## config.mk

```make
export PLATFORM = sky130hd
export DESIGN_NAME = nte_regs
export DESIGN_NICKNAME = d
export VERILOG_FILES = /design/src/logic/nte_pkg.sv /design/src/logic/nte_event_cell.sv /design/src/logic/nte_regs.sv
export SDC_FILE = /design/constraint.sdc
export NUM_CORES = 1
export LEC_CHECK = 0
export BUFFER_PORTS_ARGS = -buffer_cell sky130_fd_sc_hd__buf_4
export CORE_AREA = 4 4 61 119
export DETAILED_ROUTE_END_ITERATION = 8
export DIE_AREA = 0 0 65 123
export PLACE_DENSITY = 0.77
export SLEW_MARGIN = 0
export SYNTH_ARGS = -nofsm -noshare
export SYNTH_HDL_FRONTEND = slang
export SYNTH_SLANG_ARGS = --single-unit
```

## constraint.sdc

```tcl
create_clock -name clock -period 1.7 [get_ports clock]
set_clock_uncertainty 0.15 [all_clocks]
set_input_delay 0.34 -clock clock [delete_from_list [all_inputs] [get_ports clock]]
set_output_delay 0.34 -clock clock [all_outputs]
set_load 0.02 [all_outputs]
```

## src/logic/nte_pkg.sv

```systemverilog
package nte_pkg;

  // ---------------------------------------------
  // Bus and register geometry
  // ---------------------------------------------
  localparam int          ADDR_W   = 12;
  localparam int          NUM_EVT  = 15;
  localparam logic [11:0] SC_OFS   = 12'h200;
  localparam logic [11:0] IE_OFS   = 12'h300;
  localparam logic [31:0] SC_RST   = 32'h0000_0000;
  localparam logic [31:0] IE_RST   = 32'h0000_0000;
  localparam logic        EVT_RST  = 1'h0;

  // Event flag offsets, one word each, in event index order
  localparam logic [11:0] EVT_OFS [NUM_EVT] = '{
    12'h100, 12'h104, 12'h108, 12'h10c, 12'h110,
    12'h114, 12'h118, 12'h11c, 12'h128, 12'h12c,
    12'h130, 12'h138, 12'h148, 12'h14c, 12'h150};

  // Enable bit of each event inside the mask word
  localparam int EVT_IE_BIT [NUM_EVT] = '{
    0, 1, 2, 3, 4, 5, 6, 7, 10, 11, 12, 14, 18, 19, 20};

  // ---------------------------------------------
  // Field positions
  // ---------------------------------------------
  localparam int          SC_WAKE_BIT  = 0;
  localparam int          SC_WATCH_BIT = 1;
  localparam int          SC_RXGO_BIT  = 5;
  localparam logic [31:0] SC_VALID     = 32'h0000_0023;
  localparam logic [31:0] IE_VALID     = 32'h001c_5cff;
  localparam int          EVT_FLAG_BIT = 0;

  // Event index of the events that fire shortcuts, and of the DMA-ready event
  localparam int EVT_CARRIER_SEEN = 1;
  localparam int EVT_CARRIER_GONE = 2;
  localparam int EVT_TX_LAST      = 4;
  localparam int EVT_DMA_READY    = 14;

  // ---------------------------------------------
  // Types
  // ---------------------------------------------
  typedef enum logic [1:0] {
    BUS_IDLE = 2'b01,
    BUS_ACK  = 2'b10
  } nte_bus_state_type;

  // Byte enables widened to a bit mask
  function automatic logic [31:0] nte_lane_mask(input logic [3:0] be);
    nte_lane_mask = {{8{be[3]}}, {8{be[2]}}, {8{be[1]}}, {8{be[0]}}};
  endfunction : nte_lane_mask

endpackage : nte_pkg

```

## src/logic/nte_event_cell.sv

```systemverilog
`timescale 1ns/1ns
module nte_event_cell
  import nte_pkg::*;
(
  // Clock and reset
  input  wire logic clock,
  input  wire logic resetn,
  // Event source
  input  wire logic event_pulse,
  // Software access
  input  wire logic wr_strobe,
  input  wire logic wr_bit,
  // Flag state
  output logic      flag
);

  typedef struct packed {
    logic flag;
  } nte_cell_state_type;

  nte_cell_state_type state_ff;
  nte_cell_state_type nxt_state;

  // Hardware event wins over a software clear in the same cycle
  always_comb begin
    nxt_state = state_ff;
    if (wr_strobe) begin
      nxt_state.flag = wr_bit;
    end
    if (event_pulse) begin
      nxt_state.flag = 1'b1;
    end
  end

  // Flag register
  always_ff @(posedge clock or negedge resetn) begin
    if (!resetn) begin
      state_ff <= '{flag: EVT_RST};
    end else begin
      state_ff <= nxt_state;
    end
  end

  assign flag = state_ff.flag;

endmodule : nte_event_cell

```

## src/logic/nte_regs.sv

```systemverilog
// The implementer's own choice: register access over Avalon-MM.
`timescale 1ns/1ns
// What this block does
// Set the DMA-ready flag when the DMA engine reports ready.
// Event flags read 0 until set, 1 after; software RW; reset zero.
// Carrier-seen shortcut bit set fires wake task on carrier-seen event.
// Carrier-gone shortcut bit set fires watch task on carrier-gone event.
// Tx-done shortcut bit set fires receive-arming task on last tx symbol.
// Mask bit for peripheral-ready event; 1 allows its interrupt, 0 blocks.
// Separate mask bits for carrier-seen and carrier-gone events.
// Carrier-gone interrupt is masked independently of carrier-seen.
// Separate mask bits for tx first symbol and tx last symbol.
// Tx last symbol interrupt gated by its own bit, 1 enables.
// Separate mask bits for rx first symbol and rx checked events.
// Rx checked interrupt gated independently of rx first symbol.
// Mask bits for general error and rx frame fault, separate.
// Rx frame fault interrupt gated separately from general error.
// Mask bit for rx buffer full; 1 lets it raise interrupt.
// Carrier-seen event raised when reader field is sensed.
// Carrier-gone event raised when reader field disappears.
// Tx last symbol event raised at end of frame's last symbol.
// Rx buffer full event raised when the receive buffer fills.
// Interrupt line high while any flag and its enable are both 1.
// Shortcut task pulses in the cycle after its firing event.
module nte_regs
  import nte_pkg::*;
(
  // Clock and reset
  input  wire logic              clock,
  input  wire logic              resetn,
  // Avalon-MM slave
  input  wire logic [ADDR_W-1:0] address,
  input  wire logic              read,
  input  wire logic              write,
  input  wire logic [3:0]        byteenable,
  input  wire logic [31:0]       writedata,
  output logic      [31:0]       readdata,
  output logic                   waitrequest,
  // Events from the frame engine, one-cycle pulses
  input  wire logic              peripheral_ready_event,
  input  wire logic              carrier_seen_event,
  input  wire logic              carrier_gone_event,
  input  wire logic              tx_first_symbol_event,
  input  wire logic              tx_last_symbol_event,
  input  wire logic              rx_first_symbol_event,
  input  wire logic              rx_checked_event,
  input  wire logic              general_fault_event,
  input  wire logic              rx_frame_fault_event,
  input  wire logic              rx_buffer_full_event,
  input  wire logic              tx_drained_event,
  input  wire logic              anticoll_begin_event,
  input  wire logic              anticoll_clash_event,
  input  wire logic              anticoll_won_event,
  input  wire logic              dma_ready_event,
  // Task triggers, one-cycle pulses
  output logic                   wake_frontend_task,
  output logic                   carrier_watch_task,
  output logic                   arm_receive_task,
  // Interrupt request, level
  output logic                   irq
);

  // ---------------------------------------------
  // State
  // ---------------------------------------------
  typedef struct packed {
    nte_bus_state_type bus_st;
    logic              waitreq;
    logic [31:0]       rdata;
    logic [31:0]       links;
    logic [31:0]       ie_mask;
    logic              wake;
    logic              watch;
    logic              rx_go;
    logic              irq;
  } nte_main_state_type;

  nte_main_state_type state_ff;
  nte_main_state_type nxt_state;

  logic [NUM_EVT-1:0] evt_in;
  logic [NUM_EVT-1:0] evt_hit;
  logic [NUM_EVT-1:0] evt_wr;
  logic [NUM_EVT-1:0] evt_flag;
  logic [NUM_EVT-1:0] evt_gate;
  logic [31:0]        lane;
  logic               sc_hit;
  logic               ie_hit;
  logic               commit_wr;
  logic [31:0]        rd_value;

  // ---------------------------------------------
  // Event inputs gathered by event index
  // ---------------------------------------------
  // Sources are on this clock already, so no synchroniser is placed
  assign evt_in[0]                = peripheral_ready_event;
  assign evt_in[EVT_CARRIER_SEEN] = carrier_seen_event;
  assign evt_in[EVT_CARRIER_GONE] = carrier_gone_event;
  assign evt_in[3]                = tx_first_symbol_event;
  assign evt_in[EVT_TX_LAST]      = tx_last_symbol_event;
  assign evt_in[5]                = rx_first_symbol_event;
  assign evt_in[6]                = rx_checked_event;
  assign evt_in[7]                = general_fault_event;
  assign evt_in[8]                = rx_frame_fault_event;
  assign evt_in[9]                = rx_buffer_full_event;
  assign evt_in[10]               = tx_drained_event;
  assign evt_in[11]               = anticoll_begin_event;
  assign evt_in[12]               = anticoll_clash_event;
  assign evt_in[13]               = anticoll_won_event;
  assign evt_in[EVT_DMA_READY]    = dma_ready_event;

  // ---------------------------------------------
  // Address decode and write commit
  // ---------------------------------------------
  // Writes land at the edge where waitrequest is seen low, so address
  // and data are sampled while the master still holds them
  assign commit_wr = (state_ff.bus_st == BUS_ACK) & write;
  assign lane      = nte_lane_mask(byteenable);
  assign sc_hit    = (address == SC_OFS);
  assign ie_hit    = (address == IE_OFS);

  // ---------------------------------------------
  // Event flags, one cell per event
  // ---------------------------------------------
  genvar gi;
  generate
    for (gi = 0; gi < NUM_EVT; gi++) begin : g_evt
      // Flag word decode; only byte lane 0 holds the flag
      assign evt_hit[gi] = (address == EVT_OFS[gi]);
      assign evt_wr[gi]  = commit_wr & evt_hit[gi] & byteenable[0];

      nte_event_cell u_cell (
        .clock       (clock),
        .resetn      (resetn),
        .event_pulse (evt_in[gi]),
        .wr_strobe   (evt_wr[gi]),
        .wr_bit      (writedata[EVT_FLAG_BIT]),
        .flag        (evt_flag[gi])
      );

      // Each flag is gated only by its own mask bit
      assign evt_gate[gi] = evt_flag[gi] & state_ff.ie_mask[EVT_IE_BIT[gi]];
    end
  endgenerate

  // ---------------------------------------------
  // Read value
  // ---------------------------------------------
  // Unmapped words and undefined bits read as zero
  always_comb begin
    rd_value = 32'h0000_0000;
    if (|evt_hit) begin
      rd_value[EVT_FLAG_BIT] = |(evt_hit & evt_flag);
    end
    if (sc_hit) begin
      rd_value = state_ff.links & SC_VALID;
    end
    if (ie_hit) begin
      rd_value = state_ff.ie_mask & IE_VALID;
    end
  end

  // ---------------------------------------------
  // Next state
  // ---------------------------------------------
  always_comb begin
    nxt_state = state_ff;

    // Bus handshake: one wait cycle per access, then one ack cycle
    unique case (state_ff.bus_st)
      BUS_IDLE: begin
        if (read | write) begin
          nxt_state.bus_st  = BUS_ACK;
          nxt_state.waitreq = 1'b0;
          nxt_state.rdata   = read ? rd_value : 32'h0000_0000;
        end
      end
      BUS_ACK: begin
        nxt_state.bus_st  = BUS_IDLE;
        nxt_state.waitreq = 1'b1;
      end
      default: begin
        nxt_state.bus_st  = BUS_IDLE;
        nxt_state.waitreq = 1'b1;
      end
    endcase

    // Shortcut register, lane-masked write of defined bits only
    if (commit_wr & sc_hit) begin
      nxt_state.links = (state_ff.links & ~(lane & SC_VALID))
                      | (writedata & lane & SC_VALID);
    end

    // Mask register; every defined bit is its own enable
    if (commit_wr & ie_hit) begin
      nxt_state.ie_mask = (state_ff.ie_mask & ~(lane & IE_VALID))
                        | (writedata & lane & IE_VALID);
    end

    // Shortcuts fire the task one cycle after the event
    nxt_state.wake  = evt_in[EVT_CARRIER_SEEN]
                    & state_ff.links[SC_WAKE_BIT];
    nxt_state.watch = evt_in[EVT_CARRIER_GONE]
                    & state_ff.links[SC_WATCH_BIT];
    nxt_state.rx_go = evt_in[EVT_TX_LAST]
                    & state_ff.links[SC_RXGO_BIT];

    // Registered so the line never glitches on decode
    nxt_state.irq = |evt_gate;
  end

  // ---------------------------------------------
  // State register
  // ---------------------------------------------
  always_ff @(posedge clock or negedge resetn) begin
    if (!resetn) begin
      state_ff.bus_st  <= BUS_IDLE;
      state_ff.waitreq <= 1'b1;
      state_ff.rdata   <= 32'h0000_0000;
      state_ff.links   <= SC_RST;
      state_ff.ie_mask <= IE_RST;
      state_ff.wake    <= 1'b0;
      state_ff.watch   <= 1'b0;
      state_ff.rx_go   <= 1'b0;
      state_ff.irq     <= 1'b0;
    end else begin
      state_ff <= nxt_state;
    end
  end

  // ---------------------------------------------
  // Outputs
  // ---------------------------------------------
  // Every output is a flip-flop of the state struct
  assign readdata           = state_ff.rdata;
  assign waitrequest        = state_ff.waitreq;
  assign wake_frontend_task = state_ff.wake;
  assign carrier_watch_task = state_ff.watch;
  assign arm_receive_task   = state_ff.rx_go;
  assign irq                = state_ff.irq;

endmodule : nte_regs

```

Word-level counts from Yosys, hierarchy flattened:

Cells that the tools add are included.

* add/subtract/negate cells: 0
* multiply operators: 0
* div/mod/pow operators: 0
* order comparisons: 0
* equality and inequality tests: 20
* shift operators: 0
* multiplexer cells: 36
* bitwise gates (word level): 60
* reductions and logical operators: 19

Operators with widths (count)
* 12-bit by 9-bit == test with 1-bit output (second input constant): 15
* 32-bit bitwise AND: 2
* 32-bit 2-to-1 mux: 2
* 1-bit bitwise AND: 51
* 15-bit OR reduction: 3
* 35-bit 2-to-1 mux: 1
* 21-bit NOT with 32-bit output: 1
* 6-bit NOT with 32-bit output: 1
* 32-bit by 21-bit OR with 32-bit output: 1
* 32-bit by 6-bit OR with 32-bit output: 1
* 1-bit 2-to-1 mux: 31
* 2-bit nonzero test: 15
* 12-bit by 10-bit == test with 1-bit output (second input constant): 2
* 21-bit bitwise AND: 1
* 15-bit bitwise AND: 1
* 6-bit 2-to-1 mux: 1
* 3-bit 2-to-1 mux: 1
* 2-bit by 1-bit == test with 1-bit output (second input constant): 1
* 2-bit == test (second input constant): 1
* 2-bit inequality test (second input constant): 1
* 2-bit AND reduction: 1
* 1-bit OR: 1

* bits in registers: 118
* bits in latches: 0
* memory bits (writable): 0
* memory bits (read-only): 0
* bits of input ports: 67
* output and inout port bits: 37
* logic and storage cells: 159
* memories: 0

Longest topological paths before layout:

* depth after elaboration: 9
* depth in mapped cells: 6
* mapped depth without buffers: 5

Modules after synthesis:

Synthesis repeated with hierarchy kept, for this count alone.

* cells, all modules: 251
* area, all modules: 2792.7 um2

By module, submodules not included
* nte_regs: instances 1, cells an instance 206, area an instance 2192.1 um2, sequential area each 977.2 um2
* nte_event_cell: instances 15, cells an instance 3, area an instance 40.0 um2, sequential area each 25.0 um2

Worst setup path before layout:

Ideal clock, no wire load.

* path kind: input-to-reg
* start point: in address[5]
* end point: reg with a tool-made name
* library setup time: 0.125 ns
* arrival time: 1.633 ns
* data required time: 1.425 ns
* path slack: -0.208 ns
* stages: 5
* path buffers: 1
* path through: buf_6 -> nor4_4 -> nand4_2 -> nor3_1 -> mux2_2

RTL lines
* from (decl): line nte_regs.sv:32 `input wire logic [ADDR_W-1:0] address,`

Worst setup path after layout:

* start point: reg state_ff[101] in the netlist's numbering
* end point: reg g_evt[6].u_cell.state_ff

* longest elaborated chain between the ends: 5

Ends and longest elaborated chain
* from (decl): line nte_regs.sv:78 `nte_main_state_type state_ff;`
* from (signal assigned): line nte_regs.sv:227 `state_ff <= nxt_state;`
* 2-bit == test: line nte_regs.sv:117 `assign commit_wr = (state_ff.bus_st == BUS_ACK) & write;`
* 1-bit bitwise AND: line nte_regs.sv:117
* 1-bit bitwise AND (2 in series): line nte_regs.sv:130 `assign evt_wr[gi] = commit_wr & evt_hit[gi] & byteenable[0];`
* 2-bit nonzero test (no source line)
* to (signal assigned): line nte_event_cell.sv:38 `state_ff <= '{flag: EVT_RST};`
* to (signal assigned): line nte_event_cell.sv:40 `state_ff <= nxt_state;`
* to (decl): line nte_event_cell.sv:21 `nte_cell_state_type state_ff;`

Every way passes these cells.
A chain may end at the register's enable or synchronous reset.

==> flow_metrics.py <==
metrics = {
    "clock_network": {
        "clk_latency_ns": 0.29,
        "clk_path_buf_depth": 2,
        "clkSinkCount": 54,
        "numCtsBuffers": 5,
        "htreeDepth": 2,
        "cts_tree": "done",
        "root_buffer": "clkbuf_16",
        "clk_pin_slew_ns": 0.07,
    },
    "detailed_routing": {
        "firstDrtPassIters": 6,
        "drtIter0Drc": 77,
        "via_per_inst": 5.28,
        "num_vias": 2270,
        "wl_um": 7560,
        "wl_per_cell_um": 17.6,
        "drc": 0,
        "ant_nets": 0,
    },
    "worst_setup_path": {
        "cp-end-kind": "flop",
        "cpMaxStageDelayCell": "and4b_4",
        "path_delay_family": "simple AND/OR/NAND/NOR gates",
        "worst-path-buf-inv": 0,
        "reg2regPathDepth": 5,
        "crit_required_ns": 1.74,
        "cp_cell_sequence": "and4b_4 -> nand3_2 -> nor3_2 -> mux2i_1 -> nand2b_1",
        "slowest_delay_ns": 0.40,
        "crit_fanout": 5,
        "critPathKind": "reg -> reg",
        "start_kind": "flop",
        "worstPathArrival_ns": 1.78,
        "r2r_slack_ns": -0.04,
        "r2r-end": "g_evt[6].u_cell.flag$_DFFE_PN0P_",
        "r2r_start": "state_ff[101]$_DFFE_PN1P_",
    },
    "die": {
        "rows": 41,
        "io_pins": 104,
        "initial_core_util_pct": 44.6,
        "dieArea_um2": 8000,
        "core_um2": 6310,
        "die_x_um": 65,
        "dieHeight_um": 123,
    },
    "sta": {
        "slew_headroom_pct": 65.7,
        "layout_setup_ws_ns": -0.0376,
        "holdWs_ns": 0.0765,
        "finalCritPeriodShare_pct": 102,
        "rsz0062_at_grt": "true",
        "timing.fmax_ghz": 0.575,
        "worst_pin_slew_ns": 0.510,
        "tns_ns": -0.0536,
        "setup_violations": 4,
        "finalMaxSlewViolations": 0,
        "period_needed_ns": 1.74,
        "timing_hold_violations_final": 0,
    },
    "placement": {
        "numPortBuffers": 68,
        "place_congestion": 0.912,
        "dp_hpwl_um": 6030,
    },
    "power_and_ir_drop": {
        "power.switching_uw": 788,
        "p_seq_share_pct": 46.1,
        "clockPowerShare_pct": 34.5,
        "ir_worst_vdd_v": 0.000431,
        "swShare_pct": 27.0,
        "p_per_area_nw_per_um2": 747,
        "comb_power_share_pct": 19.3,
        "p_leak_uw": 0.00182,
        "p_int_uw": 2130,
    },
    "synthesis": {
        "synth_cell_types": 47,
        "syn_inst": 252,
        "synth_area_per_cell_um2": 11.2,
        "yosysSeqAreaShare_pct": 48.1,
        "syn-cell-area_um2": 2810,
        "yosysWarnings": 0,
        "async_flop_share_pct": 100,
        "synth-seq-cells": 54,
        "synth_ff_type": "dfrtp_1",
        "synth-edff-count": 0,
    },
    "layout": {
        "area_delta_synth_final_pct": 38.9,
        "antenna_cells": 0,
        "drive_gt1_share_pct": 48.3,
        "final_nets": 411,
    },
    "min_path": {
        "hold_depth": 2,
        "hold_class": "in -> reg",
        "min_to": "g_evt[5].u_cell.flag$_DFFE_PN0P_",
        "min_from": "rx_first_symbol_event",
    },
    "global_routing": {
        "antenna_found_initial": 0,
        "grt_max_degree": 26,
        "grt_use_total_pct": 19.8,
        "gr-total-overflow": 0,
        "grt_pass1_wl_um": 11800,
        "grt_pass1_vias": 2367,
    },
    "outcome": {
        "violations": "negative setup slack",
        "status": "finished, violations left",
    },
    "job": {
        "maxCapViolations": 0,
    },
}
[per-stage QoR]
step           total power (µW)  util [%]  instances  area, µm²  worst slack (ns)
6_report                   2920      61.9        430       3910           -0.0376
5_1_grt                    3030      61.9        430       3910            -0.105
4_1_cts                    2870      59.6        428       3760           -0.0638
3_5_place_dp               1860      56.8        419       3580            -0.396
3_3_place_gp               1850      56.8        419       3580            -0.368
2_1_floorplan              1600         -        268       2930            -0.132
[how the worst max path moves through the flow]
stage | startpoint | to | slack (ns) | cells past startpoint
floorplan | address[5] | flop | -0.13 | 6
global placement | address[4] | readdata[0]$_DFFE_PN0P_ | -0.37 | 7
detailed placement | address[11] | readdata[5]$_DFFE_PN0P_ | -0.40 | 8
CTS | state_ff[101]$_DFFE_PN1P_ | g_evt[3].u_cell.flag$_DFFE_PN0P_ | -0.06 | 5
global route | state_ff[101]$_DFFE_PN1P_ | g_evt[6].u_cell.flag$_DFFE_PN0P_ | -0.10 | 5
finish | state_ff[101]$_DFFE_PN1P_ | g_evt[6].u_cell.flag$_DFFE_PN0P_ | -0.04 | 5
[placed cells by master (no fill, tap or decap), types with 3 or more instances in the layout]
master,n
buf_12,4
a222oi_1,3
o21ai_0,4
inv_1,5
nand3b_1,3
conb_1,17
a22o_1,13
nor2_1,5
nand2b_1,12
dfrtp_1,53
nand3_1,3
nand4_1,3
nor3_2,8
a22oi_1,5
clkbuf_16,5
nand2_1,8
mux2i_1,14
nor3_1,5
and2_1,4
nand3_2,4
mux2_2,17
buf_4,103
[area by class of cell]
cell class	count	area, µm²
Inverter	5	18.8
Timing Repair Buffer	111	901
Multi-Input combinational cell	167	1390
Sequential cell	54	1350
Tap cell	86	108
Clock buffer	5	125
Fill cell	542	2400
Clock inverter	2	13.8
[cells by family after synthesis]
logic type             after synthesis  share of synthesized area [%]
other                                1                          0.133
DFF                                 54                           48.1
buffers and inverters               47                           10.9
and+or+nand+nor                     79                           17.5
AOI/OAI and AO/OA                   38                           10.8
muxes                               33                           12.6
[power by group through the flow]
stage	logic, µW	clock network (µW)	registers, µW
floorplan	225	0	1370
global placement	493	0	1360
detailed placement	503	0	1360
CTS	511	1030	1340
global route	603	1080	1350
finish	564	1010	1350
[cells in the mapped netlist (all sizes together) (5+ instances only)]
| cell | instances | share of area [%] |
|---|---|---|
| nor3 | 15 | 2.8 |
| o21ai | 5 | 0.89 |
| inv | 5 | 0.67 |
| buf | 36 | 9.5 |
| mux2 | 19 | 7.6 |
| nand3 | 7 | 1.2 |
| a22oi | 5 | 1.3 |
| nand2 | 11 | 1.6 |
| clkbuf | 6 | 0.80 |
| mux2i | 14 | 5.0 |
| nand2b | 12 | 2.7 |
| a22o | 13 | 4.0 |
| dfrtp | 53 | 47 |
| nor2 | 7 | 1.0 |
[metal layers]
metal | track usage (%) | share of wire (%) | vias to the layer above
met5 | 0 | 0 | -
met4 | 11.1 | 4.5 | 0
met3 | 3.55 | 5.3 | 22
met2 | 37.3 | 57 | 100
met1 | 19.6 | 33 | 1094
li1 | - | - | 1054
[timing repair]
action,4_1_cts,5_1_grt
buffers inserted,1,2
hold buffers,1,0
endpoints found under the hold margin,22,0
pin swaps,0,7
setup endpoints to repair,27,37
gates resized for setup,6,24
Power figures use the tool's default switching activity.
